**src/rtl/flaw_defs.svh**
```systemverilog
// Purpose: named constants of the spare-chip flaw steering block
// Assumes: included by bare name from every design file that needs a figure
// Notes: definitions only
`ifndef FLAW_DEFS_SVH
`define FLAW_DEFS_SVH

// ****************************************************************
// stack geometry
// ****************************************************************
`define SCF_QUARTERS 4
`define SCF_DATA_CHIPS 19
`define SCF_CHIP_SLOTS 20
`define SCF_SPARE_SLOT 19
`define SCF_SPARE_NUMBER 5'h17
`define SCF_CHIP_W 5
`define SCF_BITS_PER_CHIP 2

// ****************************************************************
// bit pairing inside one half word
// ****************************************************************
`define SCF_HALF_DATA_W 32
`define SCF_HALF_CHECK_W 6
`define SCF_DATA_PAIR_CHIPS 16
`define SCF_DATA_PAIR_GAP 16
`define SCF_CHECK_PAIR_CHIPS 3
`define SCF_CHECK_PAIR_GAP 3

// ****************************************************************
// banks: quarter q serves octal bank n, n+4, n+10, n+14
// ****************************************************************
`define SCF_BANK_W 4
`define SCF_BASE_W 2
`define SCF_BASE_LSB 0
`define SCF_BASE_MSB 1
`define SCF_QSEL_LSB 2
`define SCF_QSEL_MSB 3

`endif

```
**src/rtl/flaw_pkg.sv**
```systemverilog
// Purpose: types shared by the flaw steering modules
// Assumes: flaw_defs.svh supplies the sizes
// Notes: a pair is the two bits that live on one chip
`include "flaw_defs.svh"

package flaw_pkg;
  typedef logic [`SCF_BITS_PER_CHIP-1:0] pair_t;
  typedef pair_t [`SCF_DATA_CHIPS-1:0] pair_word_t;
  typedef pair_t [`SCF_CHIP_SLOTS-1:0] lane_word_t;
  typedef logic [`SCF_CHIP_W-1:0] chip_t;
  typedef logic [`SCF_BANK_W-1:0] bank_t;
  typedef logic [`SCF_BASE_W-1:0] quarter_t;

  typedef enum logic [1:0] {
    FLAW_NONE = 2'h1,
    FLAW_HELD = 2'h2
  } flaw_state_e;
endpackage

```
**src/rtl/steer_if.sv**
```systemverilog
// Purpose: carrier between the top and one quarter's shift steering
// Assumes: one instance per quarter-stack
// Notes: ctl side owns the flaw setting, steer side owns the shifted data
`timescale 1ns/1ps

interface steer_if;
  import flaw_pkg::*;
  logic flaw_on;
  chip_t flaw_chip;
  pair_word_t wr_pairs;
  lane_word_t chip_lanes;
  lane_word_t rd_lanes;
  pair_word_t rd_pairs;

  modport ctl (
    output flaw_on,
    output flaw_chip,
    output wr_pairs,
    output rd_lanes,
    input chip_lanes,
    input rd_pairs
  );
  modport steer (
    input flaw_on,
    input flaw_chip,
    input wr_pairs,
    input rd_lanes,
    output chip_lanes,
    output rd_pairs
  );
endinterface

```
**src/rtl/bit_pair_map.sv**
```systemverilog
// Purpose: pairs half-word bits onto chips and back
// Assumes: 32 data bits and 6 check bits of one half word, local numbering
// Notes: same map for lower and upper halves
`timescale 1ns/1ps
`include "flaw_defs.svh"

module bit_pair_map (
  input wire logic [`SCF_HALF_DATA_W-1:0] wr_data,
  input wire logic [`SCF_HALF_CHECK_W-1:0] wr_check,
  output flaw_pkg::pair_word_t wr_pairs,
  input wire flaw_pkg::pair_word_t rd_pairs,
  output logic [`SCF_HALF_DATA_W-1:0] rd_data,
  output logic [`SCF_HALF_CHECK_W-1:0] rd_check
);
  import flaw_pkg::*;

  genvar c;
  generate
    // data chips hold bits sixteen apart
    for (c = 0; c < `SCF_DATA_PAIR_CHIPS; c++) begin : g_data
      assign wr_pairs[c] = {wr_data[c+`SCF_DATA_PAIR_GAP], wr_data[c]};
      assign rd_data[c] = rd_pairs[c][0];
      assign rd_data[c+`SCF_DATA_PAIR_GAP] = rd_pairs[c][1];
    end
    // check chips hold bits three apart
    for (c = 0; c < `SCF_CHECK_PAIR_CHIPS; c++) begin : g_check
      assign wr_pairs[c+`SCF_DATA_PAIR_CHIPS] = {wr_check[c+`SCF_CHECK_PAIR_GAP], wr_check[c]};
      assign rd_check[c] = rd_pairs[c+`SCF_DATA_PAIR_CHIPS][0];
      assign rd_check[c+`SCF_CHECK_PAIR_GAP] = rd_pairs[c+`SCF_DATA_PAIR_CHIPS][1];
    end
  endgenerate
endmodule

```
**src/rtl/flaw_shift_steer.sv**
```systemverilog
// Purpose: cascaded flaw shift for one quarter-stack, write and read
// Assumes: flaw setting is stable while traffic flows
// Notes: both directions registered, one cycle each
`timescale 1ns/1ps
`include "flaw_defs.svh"

module flaw_shift_steer (
  input wire logic ref_clk,
  input wire logic rst,
  steer_if.steer sif
);
  import flaw_pkg::*;

  lane_word_t next_lanes;
  pair_word_t next_pairs;

  genvar k;
  generate
    for (k = 0; k < `SCF_DATA_CHIPS; k++) begin : g_chip
      localparam chip_t KC = chip_t'(k);
      // chips below the flaw keep their bits; the flawed chip and above pass upward
      if (k == 0) begin : g_first
        assign next_lanes[k] = (sif.flaw_on && KC >= sif.flaw_chip) ? '0 : sif.wr_pairs[k];
      end else begin : g_rest
        // the copied neighbour pair feeds a shifted chip
        assign next_lanes[k] = (sif.flaw_on && KC > sif.flaw_chip) ? sif.wr_pairs[k-1] :
                               (sif.flaw_on && KC == sif.flaw_chip) ? '0 : sif.wr_pairs[k];
      end
      // reads undo the shift so the corrector sees the normal layout
      assign next_pairs[k] = (sif.flaw_on && KC >= sif.flaw_chip) ? sif.rd_lanes[k+1] : sif.rd_lanes[k];
    end
  endgenerate

  // spare carries the last pair while a flaw pushes it there, and zeros otherwise
  assign next_lanes[`SCF_SPARE_SLOT] = sif.flaw_on ? sif.wr_pairs[`SCF_DATA_CHIPS-1] : '0;

  always_ff @(posedge ref_clk) begin
    if (rst) begin
      sif.chip_lanes <= '0;
    end else begin
      sif.chip_lanes <= next_lanes;
    end
  end

  always_ff @(posedge ref_clk) begin
    if (rst) begin
      sif.rd_pairs <= '0;
    end else begin
      sif.rd_pairs <= next_pairs;
    end
  end
endmodule

```
**src/rtl/spare_chip_flaw_shift.sv**
```systemverilog
// Purpose: spare-chip flaw steering for the four quarters of one memory stack
// Assumes: maintenance side sets flaws between references; inputs synchronous to ref_clk
// Notes: write lanes one cycle after the request, read data two cycles after
`timescale 1ns/1ps
`include "flaw_defs.svh"

// How it works
// - four spares, one per stack quarter
// - quarter has nineteen data chips, one spare
// - one flaw per quarter, later ones refused
// - flawed chip bits move to next chip
// - shift cascades upward, ending on spare 23
// - chips below the flaw stay unchanged
// - upper half quarters shift identically
// - data chip holds bits sixteen apart
// - check chip holds bits three apart
// - each quarter serves exactly one bank
// - quarters serve banks n, n+4, n+10, n+14
// - duplicated write bits feed shifted positions
// - read data per bank includes spare bits
module spare_chip_flaw_shift (
  input wire logic ref_clk,
  input wire logic rst,
  input wire flaw_pkg::quarter_t base_bank,
  input wire logic cfg_set,
  input wire logic cfg_clear,
  input wire flaw_pkg::quarter_t cfg_quarter,
  input wire flaw_pkg::chip_t cfg_chip,
  input wire logic wr_valid,
  input wire flaw_pkg::bank_t wr_bank,
  input wire logic [`SCF_HALF_DATA_W-1:0] wr_data,
  input wire logic [`SCF_HALF_CHECK_W-1:0] wr_check,
  input wire logic rd_valid,
  input wire flaw_pkg::bank_t rd_bank,
  input wire flaw_pkg::lane_word_t rd_chip_data,
  output logic [`SCF_QUARTERS-1:0] chip_wr_en,
  output flaw_pkg::lane_word_t chip_wr_data [`SCF_QUARTERS],
  output logic rd_out_valid,
  output logic [`SCF_HALF_DATA_W-1:0] rd_out_data,
  output logic [`SCF_HALF_CHECK_W-1:0] rd_out_check,
  output logic [`SCF_QUARTERS-1:0] flaw_active,
  output logic flaw_refused
);
  import flaw_pkg::*;

  // ****************************************************************
  // bank decode
  // ****************************************************************
  // the low bank bits pick the stack, the high ones the quarter
  function automatic logic bank_hit(input bank_t bank, input quarter_t base);
    bank_hit = (bank[`SCF_BASE_MSB:`SCF_BASE_LSB] == base);
  endfunction

  function automatic quarter_t bank_quarter(input bank_t bank);
    bank_quarter = bank[`SCF_QSEL_MSB:`SCF_QSEL_LSB];
  endfunction

  // ****************************************************************
  // per-quarter flaw settings
  // ****************************************************************
  flaw_state_e state [`SCF_QUARTERS];
  chip_t flaw_chip [`SCF_QUARTERS];
  logic [`SCF_QUARTERS-1:0] set_refused;

  steer_if sif [`SCF_QUARTERS] ();
  pair_word_t wr_pairs;
  pair_word_t sel_rd_pairs;
  logic [`SCF_HALF_DATA_W-1:0] next_rd_data;
  logic [`SCF_HALF_CHECK_W-1:0] next_rd_check;

  genvar q;
  generate
    for (q = 0; q < `SCF_QUARTERS; q++) begin : g_quarter
      localparam quarter_t QI = quarter_t'(q);
      logic sel;
      assign sel = cfg_set && (cfg_quarter == QI);
      // refused when a flaw is already held or the chip is not a data chip
      assign set_refused[q] = sel && ((state[q] == FLAW_HELD) ||
                              (cfg_chip >= chip_t'(`SCF_DATA_CHIPS)));

      always_ff @(posedge ref_clk) begin
        if (rst) begin
          state[q] <= FLAW_NONE;
        end else begin
          unique case (state[q])
            FLAW_NONE: begin
              if (sel && !set_refused[q]) begin
                state[q] <= FLAW_HELD;
              end
            end
            FLAW_HELD: begin
              // clearing is the only way besides reset to free the spare again
              if (cfg_clear && cfg_quarter == QI) begin
                state[q] <= FLAW_NONE;
              end
            end
          endcase
        end
      end

      always_ff @(posedge ref_clk) begin
        if (rst) begin
          flaw_chip[q] <= '0;
        end else if (sel && !set_refused[q]) begin
          flaw_chip[q] <= cfg_chip;
        end
      end

      always_ff @(posedge ref_clk) begin
        if (rst) begin
          flaw_active[q] <= 1'b0;
        end else begin
          flaw_active[q] <= (state[q] == FLAW_HELD);
        end
      end

      // every quarter sees the same pairs; only the addressed one is enabled
      assign sif[q].flaw_on = (state[q] == FLAW_HELD);
      assign sif[q].flaw_chip = flaw_chip[q];
      assign sif[q].wr_pairs = wr_pairs;
      assign sif[q].rd_lanes = rd_chip_data;
      assign chip_wr_data[q] = sif[q].chip_lanes;

      flaw_shift_steer u_steer (
        .ref_clk(ref_clk),
        .rst(rst),
        .sif(sif[q])
      );

      always_ff @(posedge ref_clk) begin
        if (rst) begin
          chip_wr_en[q] <= 1'b0;
        end else begin
          chip_wr_en[q] <= wr_valid && bank_hit(wr_bank, base_bank) && (bank_quarter(wr_bank) == QI);
        end
      end
    end
  endgenerate

  always_ff @(posedge ref_clk) begin
    if (rst) begin
      flaw_refused <= 1'b0;
    end else begin
      flaw_refused <= |set_refused;
    end
  end

  // ****************************************************************
  // write pairing
  // ****************************************************************
  bit_pair_map u_map (
    .wr_data(wr_data),
    .wr_check(wr_check),
    .wr_pairs(wr_pairs),
    .rd_pairs(sel_rd_pairs),
    .rd_data(next_rd_data),
    .rd_check(next_rd_check)
  );

  // ****************************************************************
  // read return
  // ****************************************************************
  // read pairs are picked a cycle late, so the quarter select is staged too
  logic rd_stage;
  quarter_t rd_q;
  pair_word_t rd_pick [`SCF_QUARTERS];

  generate
    for (q = 0; q < `SCF_QUARTERS; q++) begin : g_pick
      assign rd_pick[q] = sif[q].rd_pairs;
    end
  endgenerate

  assign sel_rd_pairs = rd_pick[rd_q];

  always_ff @(posedge ref_clk) begin
    if (rst) begin
      rd_stage <= 1'b0;
      rd_q <= '0;
    end else begin
      rd_stage <= rd_valid && bank_hit(rd_bank, base_bank);
      rd_q <= bank_quarter(rd_bank);
    end
  end

  always_ff @(posedge ref_clk) begin
    if (rst) begin
      rd_out_valid <= 1'b0;
      rd_out_data <= '0;
      rd_out_check <= '0;
    end else begin
      rd_out_valid <= rd_stage;
      // corrector downstream needs the native layout: same-chip pairs are split back to their own bit positions
      rd_out_data <= next_rd_data;
      rd_out_check <= next_rd_check;
    end
  end
endmodule

```
**config.mk**
```make
export PLATFORM = sky130hd
export DESIGN_NAME = spare_chip_flaw_shift
export DESIGN_NICKNAME = d
export VERILOG_FILES = /design/src/rtl/flaw_pkg.sv /design/src/rtl/steer_if.sv /design/src/rtl/bit_pair_map.sv /design/src/rtl/flaw_shift_steer.sv /design/src/rtl/spare_chip_flaw_shift.sv
export VERILOG_INCLUDE_DIRS = /design/src /design/src/rtl
export SDC_FILE = /design/constraint.sdc
export NUM_CORES = 1
export LEC_CHECK = 0
export BUFFER_PORTS_ARGS = -buffer_cell sky130_fd_sc_hd__buf_2
export CORE_MARGIN = 2
export CORE_UTILIZATION = 30
export DETAILED_ROUTE_END_ITERATION = 8
export SYNTH_ARGS = -nofsm -noshare
export SYNTH_HDL_FRONTEND = slang
export SYNTH_SLANG_ARGS = --single-unit
```
**constraint.sdc**
```tcl
create_clock -name ref_clk -period 2.7 [get_ports ref_clk]
set_input_delay 0.135 -clock ref_clk [delete_from_list [all_inputs] [get_ports ref_clk]]
set_output_delay 0.135 -clock ref_clk [all_outputs]
set_load 0.02 [all_outputs]
```
==> summary.md, run 1 <==
| Metric | Value |
|---|---|
| Pin count of the biggest net entering global routing | `84` |
| Post-CTS Setup Inserts | `0` |
| Die height | `roughly 230 um` |
| Placed Instance Area | `18,150 um^2` |
| Worst-path cell chain | `or3b_1, buf_4, o21ai_0, a21oi_1, dlygate4sd3_1` |
| Buffers & Inverters on Critical Path | `2` |
| Setup TNS | `0 ps` |
| Fmax achieved | `around 0.38 GHz` |
| Maxcap violations | `0` |
| LEAKAGE | `8.450 nW` |
| Share of cells above drive strength 1 | `0.2430` |
| Final wirelength | `61,660 um` |
| Overflow left after global routing | `0` |
| Post-placement setup slack | `about 520 ps` |
| Clock Skew | `~19 ps` |
| Core area | `between 50,000 and 60,000 um^2` |
| Mapped cell area | `~16,000 um^2` |
| RSZ-0062 raised after global routing | `false` |
| Post-synth top area share | `0.4552` |
| R2R setup slack | `a little under 90 ps` |
| Gp weighted congestion | `slightly above 0.9` |
| Vias in the first global route | `~15,000` |
| CTS max path bufs | `3` |
| CP peak stage delay | `~800 ps` |
| Adder-cell share of the synthesized area | `0` |
| GRT Util Overall | `0.2137` |
| # setup viols final | `0` |
| Dpl hpwl | `approximately 43,000 um` |
| Nets | `about 2,100` |
| Post-synthesis mux area share | `0.09389` |
| Area growth from synthesis to layout | `30.65%` |
| Area fraction in and, or, nand and nor cells after synthesis | `0.1844` |
| Final core utilization | `0.3969` |
| Worst Path Max Fanout | `17` |
| Reg clk slew, reported paths | `approximately 60 ps` |
| Max VDD drop | `between 0.4 and 0.5 mV` |
| Starting Density | `0.3038` |
| I/O pins | `309` |
| Iter 0 DRT Violations | `about 1,500` |
| Synth warn | `0` |
| Crit path capture type | `register` |
| Largest area contributor in the netlist | `dfxtp_1` |
| Fin cells | `2,751` |
| CP max stage cell | `or3b_1` |
| Worst Setup Start Kind | `register` |
| WL per Instance | `approximately 22 um` |
| Yosys cell types | `67` |
| Syn_nets | `about 1,800` |
| Reg2reg start | `flaw_chip[0][4]` |
| Worst Max-Slew Pin Slew | `969.8 ps` |
| Kind of critical path | `reg -> reg` |
| Crit path DAT | `about 3000 ps` |
| Crit path from | `flaw_chip[0][4]` |
| Top post-synthesis cells by area | `dfxtp_1 (46%), a21oi_1 (6.0%), mux4_2 (5.5%)` |
| Pre-antenna DRT Iters | `6` |
| XOR/XNOR Fraction of Synth Area | `0.002195` |
| Worst Hold Class | `in -> reg` |
| Number of synthesized flops with an enable pin | `28` |
| Vias per cell | `about 5.4` |
| Period utilization | `0.9679` |
| Fillers | `5,194` |
| Worst Path Required | `3160 ps` |
| Slew margin rel. | `0.3535` |
| Die area | `55,070 um^2` |
| Global-route wire length before repair | `about 90,000 um` |
| Antenna Nets Post-Route | `0` |
| Via count | `~15,000` |
| CTS Buf Count | `45` |
| Row count | `84` |
| Complex-gate fraction of the synthesized area | `0.1638` |
| Design Power | `between 10 and 15 mW` |
| CTS sink cnt | `about 400` |
| Tmin final | `2613 ps` |
| Htree depth | `2` |
| Worst-Skew Late Latency | `slightly below 600 ps` |
| FFs w/ async S/R, synth | `0` |
| Area of the multi-input gates | `7124 um^2` |
| CTS Root Cell | `clkbuf_16` |
| Post-synthesis sequential area ratio | `0.5079` |
| CTS tree | `built` |
| Initial antenna violation count | `3` |
| Synth Flop Type | `dfxtp_1` |
| Inst Count DP | `between 2,000 and 3,000` |
| Fin. max-slew vios | `0` |
| Hold wc startpoint | `rd_chip_data[36]` |
| Flops & latches, synth | `between 300 and 400` |
| Port bufs | `~300` |
| PnR worst setup slack | `between 80 and 90 ps` |
| Average size of a mapped cell | `9.623 um^2` |
| Largest family of logic cells by synthesized area | `simple AND/OR/NAND/NOR gates` |
| Mapped Cells | `between 1,500 and 2,000` |
| DRC | `0` |
| WHS | `27.36 ps` |
| Register area | `~8100 um^2` |
| Status | `finished clean` |
| Power per Cell Area | `about 700 nW/um^2` |
| Post-Layout Inst Area | `20,860 um^2` |
| CP top delay family | `buffers and inverters` |
| Fin. Hold Viols | `0` |
| Die extent in x | `between 200 and 250 um` |
## final timing paths
kind / endpoint / cells after the start
hold reg to reg: rd_out_valid / 1
hold / removal: g_quarter[3].u_steer.sif.rd_pairs[34] / 3
setup reg to reg: g_quarter[0].u_steer.sif.rd_pairs[23] / 5
setup / recovery: g_quarter[0].u_steer.sif.rd_pairs[23] / 5
## layer usage
metal / wire [um] / track usage / up-vias
li1: - / - / 6718
met1: 25940 / 0.2825 / 7178
met2: 27930 / 0.3389 / 850
met3: 5494 / 0.05028 / 151
met4: 2283 / 0.08017 / 2
met5: 7 / 0 / -
## tightest hold or removal path: cells and delay by family
| kind | cells | cell delay [ps] |
|---|---|---|
| buffers and inverters | 1 | 80 |
| muxes | 1 | 160 |
| and+or+nand+nor | 1 | 170 |
## registers in the layout, summed over array words and instances, names as in the netlist
| register | cells |
|---|---|
| g_quarter.u_steer.sif.rd_pairs | 152 |
| chip_wr_en | 4 |
| rd_out_valid | 1 |
| flaw_active | 4 |
| rd_stage | 1 |
| rd_out_check | 6 |
| flaw_chip | 20 |
| g_quarter.u_steer.sif.chip_lanes | 160 |
| rd_q | 2 |
| rd_out_data | 32 |
| state | 8 |
| flaw_refused | 1 |
## placed cells by master (no fill, tap or decap), types with 9 or more instances in the layout
cell type / Yosys / final
a21oi_1: 191 / 191
and2_1: 23 / 23
and3_1: 14 / 14
buf_2: 40 / 307
buf_4: 2 / 51
clkbuf_1: 89 / 9
clkbuf_16: 0 / 48
dfxtp_1: 363 / 361
dlygate4sd3_1: 0 / 114
edfxtp_1: 28 / 28
inv_1: 14 / 14
mux2i_1: 62 / 62
mux4_2: 39 / 39
nand2_1: 99 / 99
nand2b_1: 59 / 59
nand3_1: 165 / 165
nand4_1: 17 / 17
nor2_1: 50 / 50
nor2b_1: 47 / 47
o21a_1: 11 / 11
o21ai_0: 153 / 153
o22ai_1: 44 / 44
o31ai_1: 11 / 11
## report_power, final
group	internal [mW]	total, mW	leakage, nW	switching (mW)
Clock	3.91	6.41	0.760	2.50
Sequential	6.15	6.33	3.29	0.177
Combinational	0.625	1.61	4.40	0.985
## cell families after synthesis
group | after synthesis
mux | 101
simple gates | 534
compound gates | 461
buf+inv | 168
xor+xnor | 4
flops | 391
## synthesized netlist by cell type (4+ instances only)
cell type,number
dfxtp_1,363
a21oi_1,191
nand3_1,165
o21ai_0,153
nand2_1,99
clkbuf_1,89
mux2i_1,62
nand2b_1,59
nor2_1,50
nor2b_1,47
o22ai_1,44
buf_2,40
mux4_2,39
edfxtp_1,28
and2_1,23
nand4_1,17
and3_1,14
inv_1,14
buf_1,13
o21a_1,11
o31ai_1,11
buf_6,10
nor3_1,8
or3_1,6
nand4b_1,5
nand3b_1,4
nor4b_4,4
o2111ai_1,4
o31a_1,4
o41a_1,4
o41ai_1,4
or2_2,4
or4b_1,4
## what timing repair did
| item | 4_1_cts | 5_1_grt |
|---|---|---|
| hold buffers | 114 | 0 |
| endpoints found under the hold margin | 284 | 0 |
| gates resized for setup | 0 | 2 |
| endpoints found under the setup margin | 0 | 6 |
## area by class of cell
class / instances / share of cell area
flip-flops and latches: 391 / 0.3888
multi-input cells: 1100 / 0.3416
repair buffers: 477 / 0.1512
clock buffers: 64 / 0.06383
well taps: 688 / 0.04127
clock inverters: 16 / 0.01062
inverters: 14 / 0.002519
diodes: 1 / 0.0001200
No activity file was read; power rests on OpenSTA's default activity.
==> run 2: changes to the inputs <==
Settings changed: SETUP_SLACK_MARGIN set to 0.4.
==> run 2 against run 1 <==
Combinational power about the same. Critical endpoint is now g_quarter[1].u_steer.sif.rd_pairs[0]. Critical path type unchanged. Wire length down 0.29%. Flip-flop and latch count unchanged.
==> summary.md, run 2 (synthesis gave the netlist of run 1 again) <==
| Metric | Value |
|---|---|
| Status | `finished clean` |
| Largest reg by FF count | `g_quarter.u_steer.sif.chip_lanes` |
| CTS tree | `built` |
| Initial antenna violation count | `2 (-1)` |
| R2R setup slack | `500 ps (+410 ps)` |
| Antenna Nets Post-Route | `0 (unchanged)` |
| Reported net switching power | `3.656 mW (about the same)` |
| Die height | `234.7 um (unchanged)` |
| Worst Setup Start Kind | `register` |
| Vias per cell | `5.387 (-0.53%)` |
| Inst Count DP | `2,556 (unchanged)` |
| Via count | `14,690 (-1.4%)` |
| Top Usage Layer GRT | `met2` |
| CTS max path bufs | `3 (unchanged)` |
| Post-CTS Setup Inserts | `0 (unchanged)` |
| Core area | `52,550 um^2 (unchanged)` |
| Vias in the first global route | `14,500 (-1.1%)` |
| DRC | `0 (unchanged)` |
| Clock power share | `0.448 (about the same)` |
| Fmax achieved | `0.4544 GHz (+19%)` |
| LEAKAGE | `8.314 nW (-1.6%)` |
| Global-route wire length before repair | `90,340 um (-0.53%)` |
| Slew margin rel. | `0.3656 (+0.01212)` |
| Die area | `55,070 um^2 (unchanged)` |
| Most common cell after layout, fill and taps aside | `dfxtp_1` |
| M1 GR Usage | `0.2822 (-0.0002958)` |
| Worst-Skew Late Latency | `570 ps (about the same)` |
| Final wirelength | `61,480 um (-0.29%)` |
| Crit path capture type | `register` |
| Crit path DAT | `2690 ps (-390 ps)` |
| Fin. max-slew vios | `0 (unchanged)` |
| Fin cells | `2,726 (-0.91%)` |
| Crit Reg-Reg Endpoint | `g_quarter[1].u_steer.sif.rd_pairs[0]` |
| Gp weighted congestion | `0.9243 (unchanged)` |
| Antenna Diode Count | `0 (-1)` |
| Clock Skew | `15.30 ps (-3.760 ps)` |
| Nets | `2,106 (-1.1%)` |
| Reg2reg start | `flaw_chip[1][4]` |
| CP peak stage delay | `860 ps (+60 ps)` |
| Kind of critical path | `reg -> reg` |
| WL per Instance | `22.55 um (+0.62%)` |
| Met3 usage | `0.04981 (-0.0004699)` |
| Gate power share | `0.110 (-0.002)` |
| CP max stage cell | `or3b_2` |
| CP top delay family | `simple AND/OR/NAND/NOR gates` |
| Port bufs | `308 (unchanged)` |
| Top Registers | `g_quarter.u_steer.sif.chip_lanes (160), g_quarter.u_steer.sif.rd_pairs (152), rd_out_data (32)` |
| Max reg flops | `160 (unchanged)` |
| Sw Share | `0.2553 (+0.0002602)` |
| Row count | `84 (unchanged)` |
| Endpoint, Worst Hold | `g_quarter[3].u_steer.sif.rd_pairs[34]` |
| GRT Util Overall | `0.2127 (-0.001009)` |
| CTS Root Cell | `clkbuf_16` |
| CTS sink cnt | `391 (unchanged)` |
| Overflow left after global routing | `0 (unchanged)` |
| Area growth from synthesis to layout | `29.13%` |
| Buffers & Inverters on Critical Path | `0 (-2)` |
| I/O pins | `309 (unchanged)` |
| Reg power frac | `0.442 (about the same)` |
| R2R depth | `3 (-2)` |
| Met2 usage | `0.3355 (-0.003476)` |
| Starting Density | `0.3038 (unchanged)` |
| Hold wc startpoint | `rd_chip_data[36]` |
| Hold Crit Depth | `3 (unchanged)` |
| Power per Cell Area | `694.6 nW/um^2 (+1.0%)` |
| WHS | `27.88 ps (+0.5258 ps)` |
| RSZ-0062 raised after global routing | `false` |
| Pin count of the biggest net entering global routing | `84 (unchanged)` |
| Setup TNS | `0 ps (unchanged)` |
| Internal | `10.66 mW (-0.21%)` |
| CTS Buf Count | `45 (unchanged)` |
| Dpl hpwl | `43,360 um (unchanged)` |
| Period utilization | `0.8151 (-0.1528)` |
| Pre-antenna DRT Iters | `6 (unchanged)` |
| Worst Path Required | `3190 ps (+30 ps)` |
| Maxcap violations | `0 (unchanged)` |
| # setup viols final | `0 (unchanged)` |
| Max VDD drop | `0.4142 mV (about the same)` |
| Reg clk slew, reported paths | `60 ps (about the same)` |
| Tmin final | `2201 ps (-412.6 ps)` |
| Die extent in x | `234.7 um (unchanged)` |
| Htree depth | `2 (unchanged)` |
| Fillers | `5,214 (+0.39%)` |
| Worst Hold Class | `in -> reg` |
| Fin. Hold Viols | `0 (unchanged)` |
| Most frequent cells in the layout | `dfxtp_1 (361), buf_2 (307), a21oi_1 (191)` |
| Iter 0 DRT Violations | `1,432 (-1.6%)` |
| Worst-path cell chain | `or3b_2, nor3_2, mux2i_1` |
| Worst Max-Slew Pin Slew | `951.6 ps (-18.18 ps)` |
| Worst Path Max Fanout | `31 (+14)` |
| Share of cells above drive strength 1 | `0.2458 (+0.002861)` |
-- run 2: power groups by stage --
stage	registers [mW]	logic (mW)	clock network [mW]
final	6.33	1.58	6.41
after floorplan	6.56	0.674	0
after global placement	6.44	1.43	0
after detailed placement	6.45	1.45	0
after global routing	6.35	1.68	6.77
after CTS	6.33	1.57	6.51
-- run 2: repair_timing --
action,CTS,global route
setup endpoints to repair,0,2
endpoints found under the hold margin,284,0
hold buffers,90,0
gates resized for setup,0,2
-- run 2: cell type report --
class / instances / area [um^2] / area share
Timing Repair Buffer: 453 / 2914 / 0.1414
Multi-Input combinational cell: 1100 / 7124 / 0.3456
Sequential cell: 391 / 8110 / 0.3934
Clock buffer: 64 / 1331 / 0.06458
Tap cell: 688 / 860.8 / 0.04176
Inverter: 14 / 52.55 / 0.002549
Clock inverter: 16 / 221.5 / 0.01074
-- run 2: metal layers --
layer  wire (um)  part of all wire
met1       25900              0.42
met2       27840              0.45
met3        5493             0.089
met4        2240             0.036
met5           0                 0
-- run 2: worst reg2reg max path, stage by stage, from the launching register on --
cell and delay (ps):
edfxtp_1 550, or3b_2 860, nor3_2 470, mux2i_1 240
-- run 2: metrics by stage --
step	utilization	power [mW]	setup slack [ps]	cell area, um^2
2_1_floorplan	-	7.232	1070	15960
3_3_place_gp	0.3455	7.876	493.4	18150
3_5_place_dp	0.3455	7.902	516.3	18150
4_1_cts	0.3921	14.41	502.5	20610
5_1_grt	0.3923	14.81	401.0	20610
6_report	0.3923	14.32	499.2	20610
-- run 2: how the worst max path moves through the flow --
stage                    start                                      end  depth (start not counted)  slack (ps)
2_1_floorplan      state[3][0]  g_quarter[3].u_steer.sif.chip_lanes[13]                          5        1070
3_3_place_gp   flaw_chip[3][1]    g_quarter[3].u_steer.sif.rd_pairs[33]                          3         490
3_5_place_dp   flaw_chip[3][1]    g_quarter[3].u_steer.sif.rd_pairs[33]                          3         520
4_1_cts        flaw_chip[0][1]  g_quarter[0].u_steer.sif.chip_lanes[26]                          3         500
5_1_grt        flaw_chip[0][1]  g_quarter[0].u_steer.sif.chip_lanes[26]                          3         400
6_report       flaw_chip[1][4]     g_quarter[1].u_steer.sif.rd_pairs[0]                          3         500
